`src/design/ast_pkg.sv`:
```
// Package: constants, types and register map of the acquisition-start trigger controller
// Notes on behaviour
// - Armed mode starts waiting; frame triggers ignored
// - Valid start trigger moves to frame wait
// - Count frames; at programmed count rearm
// - Frame count range is 1 to 255
// - Writing 1 to soft trigger injects event
// - Soft trigger register self clears when done
// - Soft command routed only when selector matches
// - Only the selected hardware input triggers
// - Edge polarity chooses rising or falling
// - Hardware trigger delayed 0 to 1000000 us
// - No delay for software or disabled mode
// - Each frame trigger in frame wait starts frame
// - CC lines are active low, inverted
package ast_pkg;
   // Register offsets (byte addresses)
   localparam logic [7:0] ADDR_MODE       = 8'h00; // Enable trigger mode
   localparam logic [7:0] ADDR_SOURCE     = 8'h04; // Source select
   localparam logic [7:0] ADDR_ACTIVATION = 8'h08; // Edge select
   localparam logic [7:0] ADDR_FRAME_CNT  = 8'h0c; // Frames per acquisition
   localparam logic [7:0] ADDR_DELAY      = 8'h10; // Delay in microseconds
   localparam logic [7:0] ADDR_SOFT_TRIG  = 8'h14; // Software trigger strobe
   localparam logic [7:0] ADDR_SELECTOR   = 8'h18; // Trigger-kind selector
   localparam logic [7:0] ADDR_GPIO_DIR   = 8'h1c; // GPIO direction
   localparam logic [7:0] ADDR_STATUS     = 8'h20; // Status, read only
   // Source encodings
   localparam logic [2:0] SRC_SOFTWARE = 3'h0;
   localparam logic [2:0] SRC_LINE1    = 3'h1;
   localparam logic [2:0] SRC_CC1      = 3'h2;
   localparam logic [2:0] SRC_CC2      = 3'h3;
   localparam logic [2:0] SRC_CC3      = 3'h4;
   // Selector encodings
   localparam logic [1:0] SEL_ACQ_START   = 2'h0;
   localparam logic [1:0] SEL_FRAME_START = 2'h1;
   // Field widths and limits
   localparam int unsigned FRAME_CNT_W   = 8;
   localparam int unsigned DELAY_W       = 20;
   localparam logic [7:0]  FRAME_CNT_MIN = 8'h01;
   localparam logic [7:0]  FRAME_CNT_RST = 8'h01;
   localparam logic [19:0] DELAY_MAX_US  = 20'hf4240; // 1000000 us
   // Timing
   localparam int unsigned CLK_MHZ       = 100;
   localparam int unsigned CYC_PER_US    = CLK_MHZ; // 1 us at 100 MHz
   localparam int unsigned STATUS_W      = 4;
   // Controller states, Gray along the arm path
   typedef enum logic [1:0] {
      ST_IDLE      = 2'b00,
      ST_WAIT_ACQ  = 2'b01,
      ST_WAIT_FRM  = 2'b11
   } ast_state_type;
   // Register bus request
   typedef struct packed {
      logic [7:0]  addr;
      logic [31:0] wdata;
      logic        wr;
      logic        rd;
   } ast_bus_type;
   // Hardware trigger inputs
   typedef struct packed {
      logic line1;
      logic cc1_n;
      logic cc2_n;
      logic cc3_n;
   } ast_hw_type;
endpackage

```
`src/design/ast_trigger_ctrl.sv`:
```
// Acquisition-start trigger controller: registers, edge detect, delay, arm state machine
`timescale 1ns/10ps
`default_nettype none
module ast_trigger_ctrl
   import ast_pkg::*;
#(
   parameter int unsigned CYC_US = CYC_PER_US // Clock cycles per microsecond
) (
   input  wire logic        clock,
   input  wire logic        rst,
   input  wire ast_bus_type bus,
   output logic [31:0]      rdata,
   input  wire ast_hw_type  hw_in,
   input  wire logic        frame_trig,
   output logic             frame_start,
   output logic             acq_armed,
   output logic             ext_acq_start_pulse,
   output logic             gpio_direction_select
);
   // Prescaler is 16 bits, so larger ratios cannot be counted
   if (CYC_US < 1 || CYC_US > 65535) begin : g_cyc_us_check
      $error("CYC_US out of range");
   end

   // Configuration registers, written only from the register bus
   logic                   mode_q;       // Trigger mode enabled
   logic [2:0]             source_q;     // Selected source
   logic                   falling_q;    // 1 = falling edge
   logic [FRAME_CNT_W-1:0] frame_cnt_q;  // Frames per acquisition
   logic [DELAY_W-1:0]     delay_q;      // Delay in us
   logic [1:0]             selector_q;   // Trigger-kind selector
   logic                   gpio_dir_q;   // 1 = input
   // Command and controller state
   logic                   soft_q;       // Soft trigger pending
   ast_state_type          state_q;      // Controller state
   logic [FRAME_CNT_W-1:0] frames_q;     // Frames taken so far
   // Output registers; every data output except acq_armed leaves from a flop
   logic [31:0]            rdata_q;      // Read data register
   logic                   frame_start_q; // Accepted frame pulse
   logic                   ext_pulse_q;  // Detected edge, before delay

   // Write decode helper
   // Shared by every register write below
   function automatic logic wr_hit(input ast_bus_type b, input logic [7:0] a);
      return b.wr && (b.addr == a);
   endfunction

   // Configuration writes
   always_ff @(posedge clock or posedge rst) begin
      if (rst) begin
         // Software is the default source, so no pin can arm after reset
         mode_q      <= 1'b0;
         source_q    <= SRC_SOFTWARE;
         falling_q   <= 1'b0;
         frame_cnt_q <= FRAME_CNT_RST;
         delay_q     <= '0;
         selector_q  <= SEL_ACQ_START;
         gpio_dir_q  <= 1'b0;
      end else begin
         // Mode off also stops the delay timer and drops the arm state
         if (wr_hit(bus, ADDR_MODE)) begin
            mode_q <= bus.wdata[0];
         end
         // Codes above the last source select nothing at all
         if (wr_hit(bus, ADDR_SOURCE)) begin
            source_q <= bus.wdata[2:0];
         end
         // Polarity only; both edges at once is not offered
         if (wr_hit(bus, ADDR_ACTIVATION)) begin
            falling_q <= bus.wdata[0];
         end
         // Zero is kept at the floor, so the count reads back as 1
         if (wr_hit(bus, ADDR_FRAME_CNT)) begin
            frame_cnt_q <= (bus.wdata[7:0] < FRAME_CNT_MIN) ? FRAME_CNT_MIN : bus.wdata[7:0];
         end
         // Values above the top are clamped
         if (wr_hit(bus, ADDR_DELAY)) begin
            delay_q <= (bus.wdata[31:0] > 32'(DELAY_MAX_US)) ? DELAY_MAX_US : bus.wdata[19:0];
         end
         // Selector only steers where soft commands go
         if (wr_hit(bus, ADDR_SELECTOR)) begin
            selector_q <= bus.wdata[1:0];
         end
         // Line must be an input before it can trigger
         if (wr_hit(bus, ADDR_GPIO_DIR)) begin
            gpio_dir_q <= bus.wdata[0];
         end
      end
   end
   // Direction goes out to the pin driver
   assign gpio_direction_select = gpio_dir_q;

   // Software trigger command, only for acquisition-start selector
   // A command that finds the mode off or a hardware source is lost;
   // the register still clears, so software never waits on it
   logic soft_fire; // Command reaches the state machine
   assign soft_fire = soft_q && mode_q && (source_q == SRC_SOFTWARE);
   // Pending bit lives one cycle: set by the write, cleared after use
   always_ff @(posedge clock or posedge rst) begin
      if (rst) begin
         soft_q <= 1'b0;
      end else if (wr_hit(bus, ADDR_SOFT_TRIG) && bus.wdata[0]
                   && selector_q == SEL_ACQ_START) begin
         // Write of 1 injects a single event
         soft_q <= 1'b1;
      end else begin
         // Event consumed in its only cycle
         soft_q <= 1'b0;
      end
   end

   // Two-flop synchronisers on all hardware inputs
   // Pins are treated as asynchronous here even though the port is clocked;
   // the cost is two cycles of latency on every hardware trigger
   logic [3:0] sync1_q; // First stage, may go metastable
   logic [3:0] sync2_q; // Second stage, safe to use
   logic [3:0] prev_q;  // Last cycle's settled level
   always_ff @(posedge clock or posedge rst) begin
      if (rst) begin
         // Zero is the idle sense of every line, so no false edge follows reset
         sync1_q <= 4'h0;
         sync2_q <= 4'h0;
         prev_q  <= 4'h0;
      end else begin
         // CC lines inverted to active-high sense
         sync1_q <= {hw_in.line1, ~hw_in.cc1_n, ~hw_in.cc2_n, ~hw_in.cc3_n};
         sync2_q <= sync1_q;
         prev_q  <= sync2_q;
      end
   end

   // Pick the selected line only
   logic sel_now;  // Selected input, settled level
   logic sel_prev; // Same input one cycle back
   logic sel_ok;   // Selected input may trigger
   // Unselected lines never reach the edge detector
   always_comb begin
      // Defaults keep the software source edge-free
      sel_now  = 1'b0;
      sel_prev = 1'b0;
      sel_ok   = 1'b1;
      case (source_q)
         // General-purpose line, gated by its direction
         SRC_LINE1: begin
            sel_now  = sync2_q[3];
            sel_prev = prev_q[3];
            sel_ok   = gpio_dir_q;
         end
         // Camera control lines, already in active-high sense
         SRC_CC1: begin
            sel_now  = sync2_q[2];
            sel_prev = prev_q[2];
         end
         SRC_CC2: begin
            sel_now  = sync2_q[1];
            sel_prev = prev_q[1];
         end
         SRC_CC3: begin
            sel_now  = sync2_q[0];
            sel_prev = prev_q[0];
         end
         // Software or unused code: no hardware edge
         default: begin
            sel_ok = 1'b0;
         end
      endcase
   end

   // One-cycle edge pulse by polarity
   // Mode off masks edges here, so nothing is remembered across a disable
   logic hw_edge; // Qualified edge on the selected input
   assign hw_edge = mode_q && sel_ok &&
      (falling_q ? (sel_prev && !sel_now) : (!sel_prev && sel_now));

   // Registered copy of the edge for the outside world; it shows the edge
   // before any delay, so a frame grabber can time the delay itself
   always_ff @(posedge clock or posedge rst) begin
      if (rst) begin
         ext_pulse_q <= 1'b0;
      end else begin
         ext_pulse_q <= hw_edge;
      end
   end
   assign ext_acq_start_pulse = ext_pulse_q;

   // Delay timer: microsecond prescaler plus microsecond counter
   // Only one delay runs at a time; edges that land while it runs are dropped,
   // so a trigger train faster than the delay loses all but its first edge
   logic               dly_busy_q; // Delay in progress
   logic [15:0]        pre_q;      // Cycles left in this microsecond
   logic [DELAY_W-1:0] us_q;       // Whole microseconds left after this one
   logic               dly_start;  // Edge that opens a delay
   logic               hw_fire;    // Hardware trigger takes effect
   // Edges in frame wait are refused, so they open no delay either
   assign dly_start = hw_edge && delay_q != '0 && !dly_busy_q && state_q == ST_WAIT_ACQ;
   // Zero delay bypasses the timer altogether
   assign hw_fire = (hw_edge && delay_q == '0) ||
                    (dly_busy_q && us_q == '0 && pre_q == '0);
   always_ff @(posedge clock or posedge rst) begin
      if (rst) begin
         dly_busy_q <= 1'b0;
         pre_q      <= 16'h0000;
         us_q       <= '0;
      end else if (!mode_q) begin
         // Disabled mode cancels any pending delay
         dly_busy_q <= 1'b0;
      end else if (dly_start) begin
         dly_busy_q <= 1'b1;
         pre_q      <= 16'(CYC_US - 1);
         us_q       <= delay_q - 1'b1;
      end else if (dly_busy_q) begin
         if (pre_q != '0) begin
            pre_q <= pre_q - 1'b1;
         end else if (us_q != '0) begin
            pre_q <= 16'(CYC_US - 1);
            us_q  <= us_q - 1'b1;
         end else begin
            // Last microsecond done; hw_fire is high in this cycle
            dly_busy_q <= 1'b0;
         end
      end
   end

   // Arm state machine and frame count
   logic acq_fire;
   logic frm_ok;
   assign acq_fire = soft_fire || hw_fire;
   assign frm_ok   = (state_q == ST_WAIT_FRM) && frame_trig;
   always_ff @(posedge clock or posedge rst) begin
      if (rst) begin
         state_q  <= ST_IDLE;
         frames_q <= '0;
      end else begin
         case (state_q)
            // Disabled: frame triggers pass straight through
            ST_IDLE: begin
               if (mode_q) begin
                  state_q <= ST_WAIT_ACQ;
               end
            end
            ST_WAIT_ACQ: begin
               // Frame triggers ignored here
               frames_q <= '0;
               if (!mode_q) state_q <= ST_IDLE;
               else if (acq_fire) state_q <= ST_WAIT_FRM;
            end
            // Armed: count frames up to the programmed number
            ST_WAIT_FRM: begin
               if (!mode_q) begin
                  state_q <= ST_IDLE;
               end else if (frm_ok) begin
                  // Greater-or-equal also catches a count lowered mid-acquisition
                  if (frames_q + 1'b1 >= frame_cnt_q) begin
                     frames_q <= '0;
                     state_q  <= ST_WAIT_ACQ;
                  end else begin
                     frames_q <= frames_q + 1'b1;
                  end
               end
            end
            // Unused code falls back to idle
            default: state_q <= ST_IDLE;
         endcase
      end
   end

   // Frame start: passes through in free mode, gated when armed
   // Triggers that arrive while waiting for a start are lost, not queued
   always_ff @(posedge clock or posedge rst) begin
      if (rst) begin
         frame_start_q <= 1'b0;
      end else begin
         frame_start_q <= mode_q ? frm_ok : frame_trig;
      end
   end
   assign frame_start = frame_start_q;
   // Armed flag is a decode of the state flop, free of glitches
   assign acq_armed   = (state_q == ST_WAIT_FRM);

   // Read mux, data one cycle after strobe
   always_ff @(posedge clock or posedge rst) begin
      if (rst) begin
         rdata_q <= 32'h0000_0000;
      end else if (bus.rd) begin
         case (bus.addr)
            ADDR_MODE:       rdata_q <= {31'h0, mode_q};
            ADDR_SOURCE:     rdata_q <= {29'h0, source_q};
            ADDR_ACTIVATION: rdata_q <= {31'h0, falling_q};
            ADDR_FRAME_CNT:  rdata_q <= {24'h0, frame_cnt_q};
            ADDR_DELAY:      rdata_q <= {12'h0, delay_q};
            ADDR_SOFT_TRIG:  rdata_q <= {31'h0, soft_q};
            ADDR_SELECTOR:   rdata_q <= {30'h0, selector_q};
            ADDR_GPIO_DIR:   rdata_q <= {31'h0, gpio_dir_q};
            // Status packs state, delay busy and frame count
            ADDR_STATUS:     rdata_q <= {12'h0, frames_q, 7'h0, dly_busy_q,
                                         2'h0, state_q};
            default:         rdata_q <= 32'h0000_0000;
         endcase
      end else begin
         // Zero outside the answer cycle, so several slaves can be ORed
         rdata_q <= 32'h0000_0000;
      end
   end
   assign rdata = rdata_q;
endmodule // ast_trigger_ctrl
`default_nettype wire

```
`config.mk`:
```
export PLATFORM = sky130hd
export DESIGN_NAME = ast_trigger_ctrl
export DESIGN_NICKNAME = d
export VERILOG_FILES = /design/src/design/ast_pkg.sv /design/src/design/ast_trigger_ctrl.sv
export SDC_FILE = /design/constraint.sdc
export NUM_CORES = 1
export LEC_CHECK = 0
export ABC_AREA = 0
export BUFFER_PORTS_ARGS = -buffer_cell sky130_fd_sc_hd__buf_2
export CAP_MARGIN = 40
export CORE_ASPECT_RATIO = 0.5
export CORE_MARGIN = 2
export CORE_UTILIZATION = 60
export CTS_BUF_LIST = sky130_fd_sc_hd__clkbuf_8
export CTS_CLUSTER_SIZE = 24
export DETAILED_ROUTE_END_ITERATION = 10
export GPL_ROUTABILITY_DRIVEN = 0
export GPL_TIMING_DRIVEN = 0
export PLACE_DENSITY_LB_ADDON = 0.08
export SETUP_SLACK_MARGIN = 0.3
export SYNTH_ARGS = -nofsm -noshare
export SYNTH_HDL_FRONTEND = slang
export SYNTH_SLANG_ARGS = --single-unit
```
`constraint.sdc`:
```
create_clock -name clock -period 4.9 [get_ports clock]
set_clock_uncertainty 0.15 [all_clocks]
set_input_delay 0.245 -clock clock [delete_from_list [all_inputs] [get_ports clock]]
set_output_delay 0.245 -clock clock [all_outputs]
set_load 0.03 [all_outputs]
```
==> results of run 1 <==
-- kinds of logic (layout without fill, tap and decap cells) --
family	count (synthesis)	count (layout)	synth area share (%)
XOR/XNOR	10	10	1.35
buffers and inverters	71	203	5.49
multiplexers	29	29	4.83
adder cells (fa/ha/maj)	12	12	2.32
AO/OA/AOI/OAI	171	171	18.9
flip-flops	118	118	45.6
other	1	12	0.0579
AND/OR/NAND/NOR	251	251	21.4
-- cell usage after synthesis (3+ instances only) --
master,count
dfrtp_1,117
nor2_1,55
nand2_1,48
a21oi_1,36
inv_1,31
nor3_1,29
o21ai_0,28
a22o_1,22
mux2_2,18
nand3_1,18
a22oi_1,17
clkbuf_1,17
nor4_1,17
buf_4,14
ha_1,12
mux2i_1,11
and3_1,9
nand2b_1,9
nand4_1,9
or3_1,9
a211oi_1,7
or4_1,7
xnor2_1,7
a2bb2oi_1,6
a31oi_1,6
o31ai_1,6
a21o_1,4
buf_2,4
nor4bb_1,4
a211o_1,3
a221o_1,3
buf_6,3
nand3b_1,3
nor2b_1,3
o22ai_1,3
or2_2,3
or3_2,3
or4_4,3
xor2_1,3
-- sequential cells by signal (all words and copies together), names as in the netlist, 2 cells and up --
name         count
selector_q       2
delay_q         20
source_q         3
pre_q           16
sync1_q          4
frame_cnt_q      8
state_q          2
us_q            20
sync2_q          4
frames_q         8
prev_q           4
rdata           20
-- through the flow --
stage | total power [mW] | cells | area (um^2) | setup slack [ns]
after detailed placement | 1.19 | 886 | 7070 | 0.000689
after global placement | 1.18 | 884 | 7040 | 0.00899
after global routing | 2.20 | 946 | 7820 | 0.324
after floorplan | 1.13 | 674 | 6510 | 0.721
after CTS | 2.13 | 946 | 7790 | 0.358
final | 2.13 | 946 | 7820 | 0.575
-- cells in the final DEF, fill, tap and decap left out, types with 4 or more instances in the layout --
master         synthesis  routed
and3_1                 9       9
inv_1                 31      30
a21oi_1               36      36
or4_1                  7       7
conb_1                 1      12
a22oi_1               17      17
nor4_1                17      16
mux2i_1               11      11
nand4_1                9       9
nand2b_1               9       9
a211oi_1               7       7
clkbuf_1              17      14
nand3_1               18      18
nand2_1               48      47
or3_1                  9       9
a2bb2oi_1              6       6
nor4bb_1               4       4
ha_1                  12      11
o31ai_1                6       6
buf_2                  4      74
a22o_1                22      22
clkbuf_8               0      17
dfrtp_1              117     117
xnor2_1                7       7
nor2_1                55      55
nor3_1                29      27
a21o_1                 4       4
dlygate4sd3_1          0      28
clkinvlp_4             0       4
buf_4                 14      14
a31oi_1                6       6
mux2_2                18      18
o21ai_0               28      28
-- routing by layer --
layer  part of all wire [%]  global-route usage, %  routed length (um)  vias to the layer above
li1                       -                      -                   -                     2706
met1                     43                   40.3                7420                     2788
met2                     47                   50.4                8200                      261
met3                    8.3                   8.65                1440                       48
met4                    2.1                   11.4                 371                        2
met5                  0.046                      0                   8                        -
-- worst min path at each step --
stage | startpoint | endpoint | slack, ns
after detailed placement | rst | pre_q[3]$_DFFE_PP0P_ | 0.06
final | bus[34] | rdata[0]$_DFF_PP0_ | 0.04
after CTS | bus[34] | rdata[0]$_DFF_PP0_ | 0.02
after global placement | sync1_q[1]$_DFF_PP0_ | sync2_q[1]$_DFF_PP0_ | 0.19
after global routing | bus[34] | rdata[0]$_DFF_PP0_ | 0.06
after floorplan | hw_in[3] | sync1_q[3]$_DFF_PP0_ | 0.13
-- worst min-delay path, stage by stage --
cell and delay (ns):
buf_2 0.11, nor3b_1 0.08, nand2_1 0.06, a31oi_1 0.09
-- power groups by stage --
stage,sequential [mW],clock [mW],combinational (mW)
after floorplan,1.02,0,0.105
after global placement,1.03,0,0.156
after detailed placement,1.03,0,0.161
after CTS,1.01,0.939,0.180
after global routing,1.01,0.984,0.201
final,1.01,0.938,0.183
-- area by class of cell --
| class | count | area [um^2] | area share [%] |
|---|---|---|---|
| clock inverters | 15 | 179 | 2.29 |
| inverters | 32 | 133 | 1.70 |
| repair buffers | 100 | 662 | 8.47 |
| flip-flops and latches | 118 | 2950 | 37.8 |
| multi-input cells | 485 | 3240 | 41.5 |
| well taps | 140 | 175 | 2.24 |
| plain buffers | 39 | 234 | 2.99 |
| clock buffers | 17 | 234 | 2.99 |
-- timing repair --
action	4_1_cts	5_1_grt
buffers inserted	0	0
resized for setup	4	11
pin swaps	0	1
endpoints found under the setup margin	5	5
hold buffers	28	0
endpoints found under the hold margin	129	0
==> metrics.md, run 1 <==
| Metric | Value |
|---|---|
| Hold slack | approximately 0.036 ns |
| Largest net degree at the start of global routing | 97 |
| Mean Syn Cell Area | a little under 10 um^2 |
| Worst path top cell family by delay | simple AND/OR/NAND/NOR gates |
| Post-synth EDFFs | 0 |
| Switching share of power | between 20% and 30% |
| Max-capacitance violation count | 0 |
| Post-DP HPWL | roughly 12000 um |
| Maximum clock frequency | approximately 230 MHz |
| H-tree levels | 4 |
| Mapped Cells | 663 |
| Final wirelength | roughly 17000 um |
| Clock network power share | between 40% and 50% |
| Gr ovfl total | 0 |
| Post-Syn Area | approximately 6500 um^2 |
| Inserted Diodes | 0 |
| CTS clk-pin slew, worst paths | roughly 0.080 ns |
| Die W | roughly 150 um |
| Final setup violation count | 0 |
| Internal Pwr Total | ~1.6 mW |
| Worst-margin pin slew | about 0.82 ns |
| Row Count | 26 |
| Synth cell types | 85 |
| Wire per inst | approximately 18 um |
| Die area | ~12000 um^2 |
| Crit-path slowest cell | or4_1 |
| CP Depth | 14 |
| R2r endpoint | us_q[18]$_DFFE_PP0P_ |
| Die span in y | around 77 um |
| RSZ-0062 raised after global routing | false |
| Status | finished, final reports clean |
| CTS root buf | clkbuf_8 |
| Startpoint types | flip-flop |
| VDD IR max | around 0.18 mV |
| Post-route ant nets | 0 |
| Buffers & Inverters on Critical Path | 1 |
| Crit. Startpoint | delay_q[11]$_DFFE_PP0P_ |
| Final core utilization | between 70% and 80% |
| Post-synth top area cell | dfrtp_1 |
| CP Capture Type | flip-flop |
| Synth area leaders | dfrtp_1, nor2_1, mux2_2, a22o_1, a21oi_1 |
| Max Slew Vio Count | 0 |
| Layout cells sized above 1 | a little under a quarter |
| Starting density of the core | a little over three fifths |
| Comb pwr share | about 8.6% |
| Routed vias/inst | around 6.1 |
| Seq/Total Area, Yosys | ~46% |
| Area share of the largest cell type after synthesis | between 40 and 50% |
| Number of global-route vias before repair | around 5.7k |
| Max Root-Sink Buffers | 2 |
| CTS tree | done |
| Post-synth ARST share | 100% |
| Reg2reg start | delay_q[11]$_DFFE_PP0P_ |
| First-pass GRT wire length | 28200 um |
| Setup crit end | us_q[18]$_DFFE_PP0P_ |
| Remaining DRCs | 0 |
| Crit-path max cell delay | between 0.6 and 0.7 ns |
| Setup CP Type | flip-flop to flip-flop |
| Maximum fanout along the worst path | 10 |
| Reg2Reg Depth | 14 |
| Worst Path Required | slightly above 5 ns |
| I/O pin cnt | between 80 and 90 |
| Period utilization | between 80% and 90% |
| Setup total negative slack | 0 ns |
| Num CTS Buffers | 17 |
| Hold depth | 4 |
| Fill cell count | roughly 760 |
| Reg2reg setup slack | approximately 0.57 ns |
| Vias | between 5k and 6k |
| Seq pwr share | a little under half |
| Switching pwr | about 560 uW |
| Initial DRC count | 460 |
| Area grow syn2layout | 20.8% |
| GRT Util Overall | 31.1% |
| Min Tclk post-route | approximately 4.3 ns |
| Clock Sinks | 118 |
| Synth Flop Type | dfrtp_1 |
| Core Area | between 10000 and 15000 um^2 |
| Ys Warns | 0 |
| Yosys reg bits | between 100 and 150 |
| Worst Hold Class | input pin to flip-flop |
| P_leak | approximately 3.7 nW |
| Crit path DAT | around 4.5 ns |
| 1st-pass router iterations | 5 |
| Headroom to the max-slew limit | between 40% and 50% |
| Antenna violations before repair | 1 |
| Final hold viol count | 0 |
| Clock Latency Late Sink | between 0.4 and 0.5 ns |
| PortBufs | 70 |
| CP Cell Sequence | or4_1 > or3_1 > nor2_4 > a21o_2 > nor2_1 > clkbuf_4 > mux2i_1 > ha_2 > nor4b_4 > nand2_2 > or3_2 > nor3_1 > o21ai_0 > a211o_1 |
| Pwr dens | 273 nW/um^2 |
| Final layout net count | between 800 and 900 |
Note: power is estimated with default switching activity, not from simulation.
==> run 2, diff against run 1 <==
Settings changed: CORE_MARGIN 2 to not set.
==> run 2 against run 1 <==
Highest routed layer is now met4. Largest power group is now clock. Combinational power about the same. Critical path depth stayed put. Largest cell class unchanged. Wire length is 3.3% higher. Via count is 2.7% higher. Critical endpoint unchanged.
==> metrics.md, run 2 (same netlist as run 1, synthesis figures left out) <==
| Metric | Value |
|---|---|
| Status | finished, final reports clean |
| Reg2reg setup slack | 0.53 ns (-0.04 ns) |
| Post-DP HPWL | 12300 um (+1.4%) |
| CTS clk-pin slew, worst paths | 0.08 ns (about the same) |
| PortBufs | 70 (unchanged) |
| Area after DPL | 7070 um^2 (unchanged) |
| Max Slew Vio Count | 0 (unchanged) |
| Reg2Reg Depth | 14 (unchanged) |
| Fill cell count | 760 (+0.40%) |
| Worst Hold Class | input pin to flip-flop |
| Min Tclk post-route | 4.37 ns (+0.0410 ns) |
| Routed vias/inst | 6.31 (+2.8%) |
| Period utilization | 89.1% (+0.84 points) |
| Pwr dens | 283 nW/um^2 (+3.8%) |
| Inserted Diodes | 0 (unchanged) |
| Gr ovfl total | 0 (unchanged) |
| Setup bufs post-CTS | 0 (unchanged) |
| Largest net degree at the start of global routing | 62 (-36%) |
| Core Area | 10300 um^2 (unchanged) |
| Final setup violation count | 0 (unchanged) |
| Setup total negative slack | 0 ns (unchanged) |
| Max-capacitance violation count | 0 (unchanged) |
| Worst Path Required | 5.07 ns (about the same) |
| Clock Latency Late Sink | 0.45 ns (about the same) |
| Starting density of the core | 62.6% (unchanged) |
| Wire per inst | 19.1 um (+3.4%) |
| P_leak | 3.74 nW (+0.36%) |
| RSZ-0062 raised after global routing | false |
| H-tree levels | 4 (unchanged) |
| Initial DRC count | 513 (+12%) |
| Pwr Total | 2.22 mW (+4.2%) |
| Multi-input logic area | 3240 um^2 (about the same) |
| Setup CP Type | flip-flop to flip-flop |
| Row Count | 26 (unchanged) |
| Die area | 11200 um^2 (-3.9%) |
| Max Root-Sink Buffers | 2 (unchanged) |
| Commonest non-fill, non-tap cell in the layout | dfrtp_1 |
| Maximum clock frequency | 229 MHz (-0.94%) |
| Startpoint types | flip-flop |
| Hold Crit Start | bus[8] |
| Final wirelength | 18000 um (+3.3%) |
| Clock Sinks | 118 (unchanged) |
| Area grow syn2layout | 21.2% |
| Crit path DAT | 4.54 ns (+0.04 ns) |
| Number of global-route vias before repair | 5527 (-2.7%) |
| Most frequent cells in the layout | dfrtp_1, buf_2, nor2_1, nand2_1, a21oi_1 |
| Vias | 5964 (+2.7%) |
| First-pass GRT wire length | 28300 um (+0.56%) |
| Post-Layout Inst Area | 7850 um^2 (+0.38%) |
| PnR worst setup slack | 0.534 ns (-0.0410 ns) |
| Non-Filler Instances | 945 (-0.11%) |
| CP Capture Type | flip-flop |
| I/O pin cnt | 85 (unchanged) |
| Antenna violations before repair | 0 (-1) |
| R2r endpoint | us_q[18]$_DFFE_PP0P_ |
| Headroom to the max-slew limit | 46.4% (+1.3 points) |
| VDD IR max | 0.185 mV (+0.67%) |
| 1st-pass router iterations | 6 (+1) |
| Num CTS Buffers | 17 (unchanged) |
| Hold Path End | delay_q[6]$_DFFE_PP0P_ |
| Final hold viol count | 0 (unchanged) |
| Reg2reg start | delay_q[11]$_DFFE_PP0P_ |
| Place WS | -0.0121 ns (-0.0128 ns) |
| Dpl cells | 886 (unchanged) |
| GRT Util Overall | 33.6% (+2.5 points) |
| Post-route ant nets | 0 (unchanged) |
| Hold depth | 3 (-1) |
| Worst-margin pin slew | 0.804 ns (-0.0202 ns) |
| CTS root buf | clkbuf_8 |
| Die W | 149 um (-1.3%) |
| Maximum fanout along the worst path | 10 (unchanged) |
| CTS tree | done |
| FF+latch area | 2950 um^2 (unchanged) |
| Layout cells sized above 1 | 22.9% (-0.096 points) |
| Remaining DRCs | 0 (unchanged) |
| Die span in y | 75.4 um (-2.6%) |
| Final layout net count | 853 (-0.12%) |
-- run 2: changes by cell type in the layout (fill, tap and decap cells not counted), sizes merged --
cell         change
clkbuf           +2
dlygate4sd3      -1
inv              +1
bufinv           +1
clkinv           -4
-- run 2: routing by layer --
metal | GRT usage [%] | wire (um) | vias to the layer above
li1 | - | - | 2715
met1 | 42.6 | 7360 | 2877
met2 | 56.5 | 8590 | 320
met3 | 8.68 | 1640 | 52
met4 | 13.2 | 423 | 0
met5 | 0 | 0 | -
-- run 2: power by group --
group	switching [mW]	internal [mW]
sequential	0.0194	0.991
combinational	0.111	0.0732
clock	0.439	0.587
total	0.570	1.65
-- run 2: cell type report --
type / count / share of cell area [%]
buffer: 39 / 2.98
inverter: 32 / 1.69
multi-input combinational: 485 / 41.3
clock buffer: 19 / 3.33
timing repair buffer: 99 / 8.31
clock inverter: 13 / 2.47
sequential: 118 / 37.7
tap: 140 / 2.23
-- run 2: through the flow --
stage               hold slack, ns  utilization [%]
global route               0.00380             75.8
detailed placement           0.190             68.4
global placement             0.186             68.0
CTS                       0.000456             75.5
floorplan                    0.126                -
finish                      0.0167             75.8
-- run 2: timing repair --
action | CTS | global route
setup endpoints to repair | 5 | 6
resized for setup | 3 | 11
gates cloned | 0 | 0
pin swaps | 0 | 0
hold buffers | 27 | 0
hold endpoints to repair | 93 | 0
-- run 2: critical path, cell delays in order, from the launching register on --
cell and delay (ns):
dfrtp_1 0.48, or4_1 0.60, or3_1 0.39, nor2_4 0.17, a21o_2 0.22, nor2_1 0.08, clkbuf_4 0.21, mux2i_1 0.19
ha_2 0.26, nor4b_4 0.27, nand2_1 0.20, or3_2 0.48, nor3_1 0.13, o21ai_0 0.09, a211o_1 0.30
-- run 2: how the worst max path moves through the flow --
stage	startpoint	to	slack [ns]	cells past startpoint
after floorplan	source_q[1]$_DFFE_PP0P_	us_q[18]$_DFFE_PP0P_	0.72	14
after global placement	rst	frames_q[2]$_DFFE_PP0P_	0.07	2
after detailed placement	source_q[0]$_DFFE_PP0P_	us_q[14]$_DFFE_PP0P_	-0.01	16
after CTS	delay_q[0]$_DFFE_PP0P_	us_q[14]$_DFFE_PP0P_	0.32	15
after global routing	source_q[1]$_DFFE_PP0P_	us_q[18]$_DFFE_PP0P_	0.31	15
final	delay_q[11]$_DFFE_PP0P_	us_q[18]$_DFFE_PP0P_	0.53	14
==> run 3, diff against run 2 <==
Settings changed: PLACE_DENSITY set to 0.88, PLACE_DENSITY_LB_ADDON 0.08 to not set.
Clock period 4.9 ns to 4.44 ns, I/O delays scaled along.
==> run 3 against run 2 <==
Fmax up 4.4%. Clock power up 7%. Core utilization grew 1.8 points. Non-clock buffer count up 14. Sequential cell count unchanged. Largest power group is now sequential cells. Wire length grew 12%. Register-to-register slack lost 0.28 ns. Power is 9.8% higher. Via count grew 8.2%. Combinational power grew 23%.
==> metrics.md, run 3 (same netlist as run 1, synthesis figures left out) <==
| Metric | Value |
|---|---|
| Crit-path max cell delay | 0.37 ns (-0.23 ns) |
| GRT Util Overall | 36.0% (+2.4 points) |
| Die W | 149 um (unchanged) |
| Layout cells sized above 1 | 25.3% (+2.4 points) |
| Final hold viol count | 0 (unchanged) |
| Reg2reg setup slack | 0.26 ns (-0.28 ns) |
| CP Cell Sequence | buf_4 > nor4bb_4 > a211oi_2 > or3_1 > a21o_4 > nor2_4 > buf_8 > mux2i_1 > ha_2 > nor4b_4 > nand2_2 > or2_2 > nor3_1 > nand2_1 > a21oi_1 > o211a_1 |
| I/O pin cnt | 85 (unchanged) |
| Final layout net count | 867 (+1.6%) |
| Hold Path End | soft_q$_DFF_PP0_ |
| Hold Crit Start | bus[1] |
| Number of global-route vias before repair | 5946 (+7.6%) |
| Inserted Diodes | 0 (unchanged) |
| FF+latch area | 2960 um^2 (about the same) |
| Final setup violation count | 0 (unchanged) |
| WL met2 | 9290 um (+8.2%) |
| Final core utilization | 77.6% (+1.8 points) |
| Clock Sinks | 118 (unchanged) |
| Wire per inst | 21.0 um (+9.9%) |
| Commonest non-fill, non-tap cell in the layout | dfrtp_1 |
| Post-Layout Inst Area | 8030 um^2 (+2.4%) |
| Starting density of the core | 62.6% (unchanged) |
| Met1 WL | 7660 um (+4.0%) |
| Pwr dens | 304 nW/um^2 (+7.2%) |
| Most frequent cells in the layout | dfrtp_1, buf_2, nor2_1, nand2_1, a21oi_1 |
| Hold depth | 3 (unchanged) |
| PortBufs | 70 (unchanged) |
| R2r endpoint | us_q[14]$_DFFE_PP0P_ |
| RSZ-0062 raised after global routing | false |
| Post-route ant nets | 0 (unchanged) |
| Die span in y | 75.4 um (unchanged) |
| Max-capacitance violation count | 0 (unchanged) |
| CTS tree | done |
| Row Count | 26 (unchanged) |
| Dpl cells | 886 (unchanged) |
| Hold slack | 0.0104 ns (-0.00621 ns) |
| First-pass GRT wire length | 30200 um (+6.8%) |
| Gr ovfl total | 0 (unchanged) |
| H-tree levels | 4 (unchanged) |
| CTS clk-pin slew, worst paths | 0.09 ns (about the same) |
| Setup CP Type | flip-flop to flip-flop |
| Die area | 11200 um^2 (unchanged) |
| Min Tclk post-route | 4.18 ns (-0.183 ns) |
| Pwr Total | 2.44 mW (+9.8%) |
| Final wirelength | 20100 um (+12%) |
| Crit-path slowest cell | dfrtp_1 |
| Vias | 6452 (+8.2%) |
| Multi-input logic area | 3330 um^2 (+2.6%) |
| Headroom to the max-slew limit | 40.7% (-5.6 points) |
| Reg2Reg Depth | 16 (+2) |
| Initial DRC count | 943 (+84%) |
| Max Root-Sink Buffers | 2 (unchanged) |
| CTS root buf | clkbuf_8 |
| Period utilization | 94.2% (+5.1 points) |
| Antenna violations before repair | 0 (unchanged) |
| Reg2reg start | source_q[1]$_DFFE_PP0P_ |
| Worst path top cell family by delay | simple AND/OR/NAND/NOR gates |
| Num CTS Buffers | 17 (unchanged) |
| Worst-margin pin slew | 0.881 ns (+0.0766 ns) |
| Maximum fanout along the worst path | 10 (unchanged) |
| Top layer in use | met4 |
| Post-DP HPWL | 12300 um (-0.12%) |
| Largest net degree at the start of global routing | 76 (+23%) |
| Worst Path Required | 4.69 ns (-0.38 ns) |
| Core Area | 10300 um^2 (unchanged) |
| Crit path DAT | 4.43 ns (-0.11 ns) |
| Fill cell count | 624 (-18%) |
| Status | finished, final reports clean |
| CP Depth | 16 (+2) |
| Buffers & Inverters on Critical Path | 2 (+1) |
| 1st-pass router iterations | 8 (+2) |
| Max Slew Vio Count | 0 (unchanged) |
| Area grow syn2layout | 24.1% |
| Routed vias/inst | 6.73 (+6.6%) |
| Non-Filler Instances | 959 (+1.5%) |
| Remaining DRCs | 0 (unchanged) |
| Area after DPL | 7080 um^2 (+0.11%) |
| Metal3 WL | 2220 um (+35%) |
| Clock Latency Late Sink | 0.47 ns (+0.02 ns) |
| P_leak | 3.82 nW (+2.1%) |
| CP Capture Type | flip-flop |
| Worst Hold Class | input pin to flip-flop |
| VDD IR max | 0.221 mV (+20%) |
| Maximum clock frequency | 239 MHz (+4.4%) |
| Startpoint types | flip-flop |
## run 3: changes by cell type in the layout (fill, tap and decap cells not counted), sizes merged
cell,change
clkinvlp,-2
buf,+13
dlygate4sd3,+2
clkbuf,-4
clkdlybuf4s18,+1
inv,+3
bufinv,-1
clkinv,+2
## run 3: worst min-delay path, stage by stage
cell and delay (ns):
clkbuf_1 0.18, nand2_1 0.14, nor3_1 0.06
## run 3: how the worst max path moves through the flow
| stage | start | endpoint | slack [ns] |
|---|---|---|---|
| floorplan | delay_q[11]$_DFFE_PP0P_ | us_q[18]$_DFFE_PP0P_ | 0.37 |
| global route | source_q[1]$_DFFE_PP0P_ | us_q[14]$_DFFE_PP0P_ | 0.16 |
| detailed placement | delay_q[0]$_DFFE_PP0P_ | us_q[12]$_DFFE_PP0P_ | -0.34 |
| finish | source_q[1]$_DFFE_PP0P_ | us_q[14]$_DFFE_PP0P_ | 0.26 |
| global placement | rst | sync1_q[0]$_DFF_PP0_ | -0.32 |
| CTS | source_q[1]$_DFFE_PP0P_ | us_q[18]$_DFFE_PP0P_ | 0.31 |
## run 3: what timing repair did
item	CTS	global route
cloned	0	0
setup endpoints to repair	6	4
resized for setup	23	10
setup buffers	3	9
hold endpoints to repair	81	0
pin swaps	3	4
hold buffers	29	0
## run 3: cell type report
class | instances | share of cell area [%]
Buffer | 39 | 3.07
Clock buffer | 17 | 2.91
Multi-Input combinational cell | 485 | 41.4
Sequential cell | 118 | 36.8
Clock inverter | 15 | 2.40
Timing Repair Buffer | 113 | 9.56
Tap cell | 140 | 2.18
Inverter | 32 | 1.65
## run 3: per-stage QoR
step | TNS (ns) | setup WS [ns]
after floorplan | 0 | 0.374
after global placement | -36.94 | -0.324
after detailed placement | -1.32 | -0.339
after CTS | 0 | 0.308
after global routing | 0 | 0.156
final | 0 | 0.257
## run 3: where the power goes
group	total, mW	switching (mW)	internal [mW]	leakage, nW
clock network	1.10	0.528	0.568	0.209
logic	0.226	0.135	0.0912	2.01
registers	1.12	0.0236	1.09	1.60
## run 3: metal layers
metal / vias to the layer above / track usage, %
met5: - / 0
met4: 0 / 21.0
met3: 134 / 11.0
met2: 534 / 58.1
met1: 3048 / 44.3
li1: 2736 / -
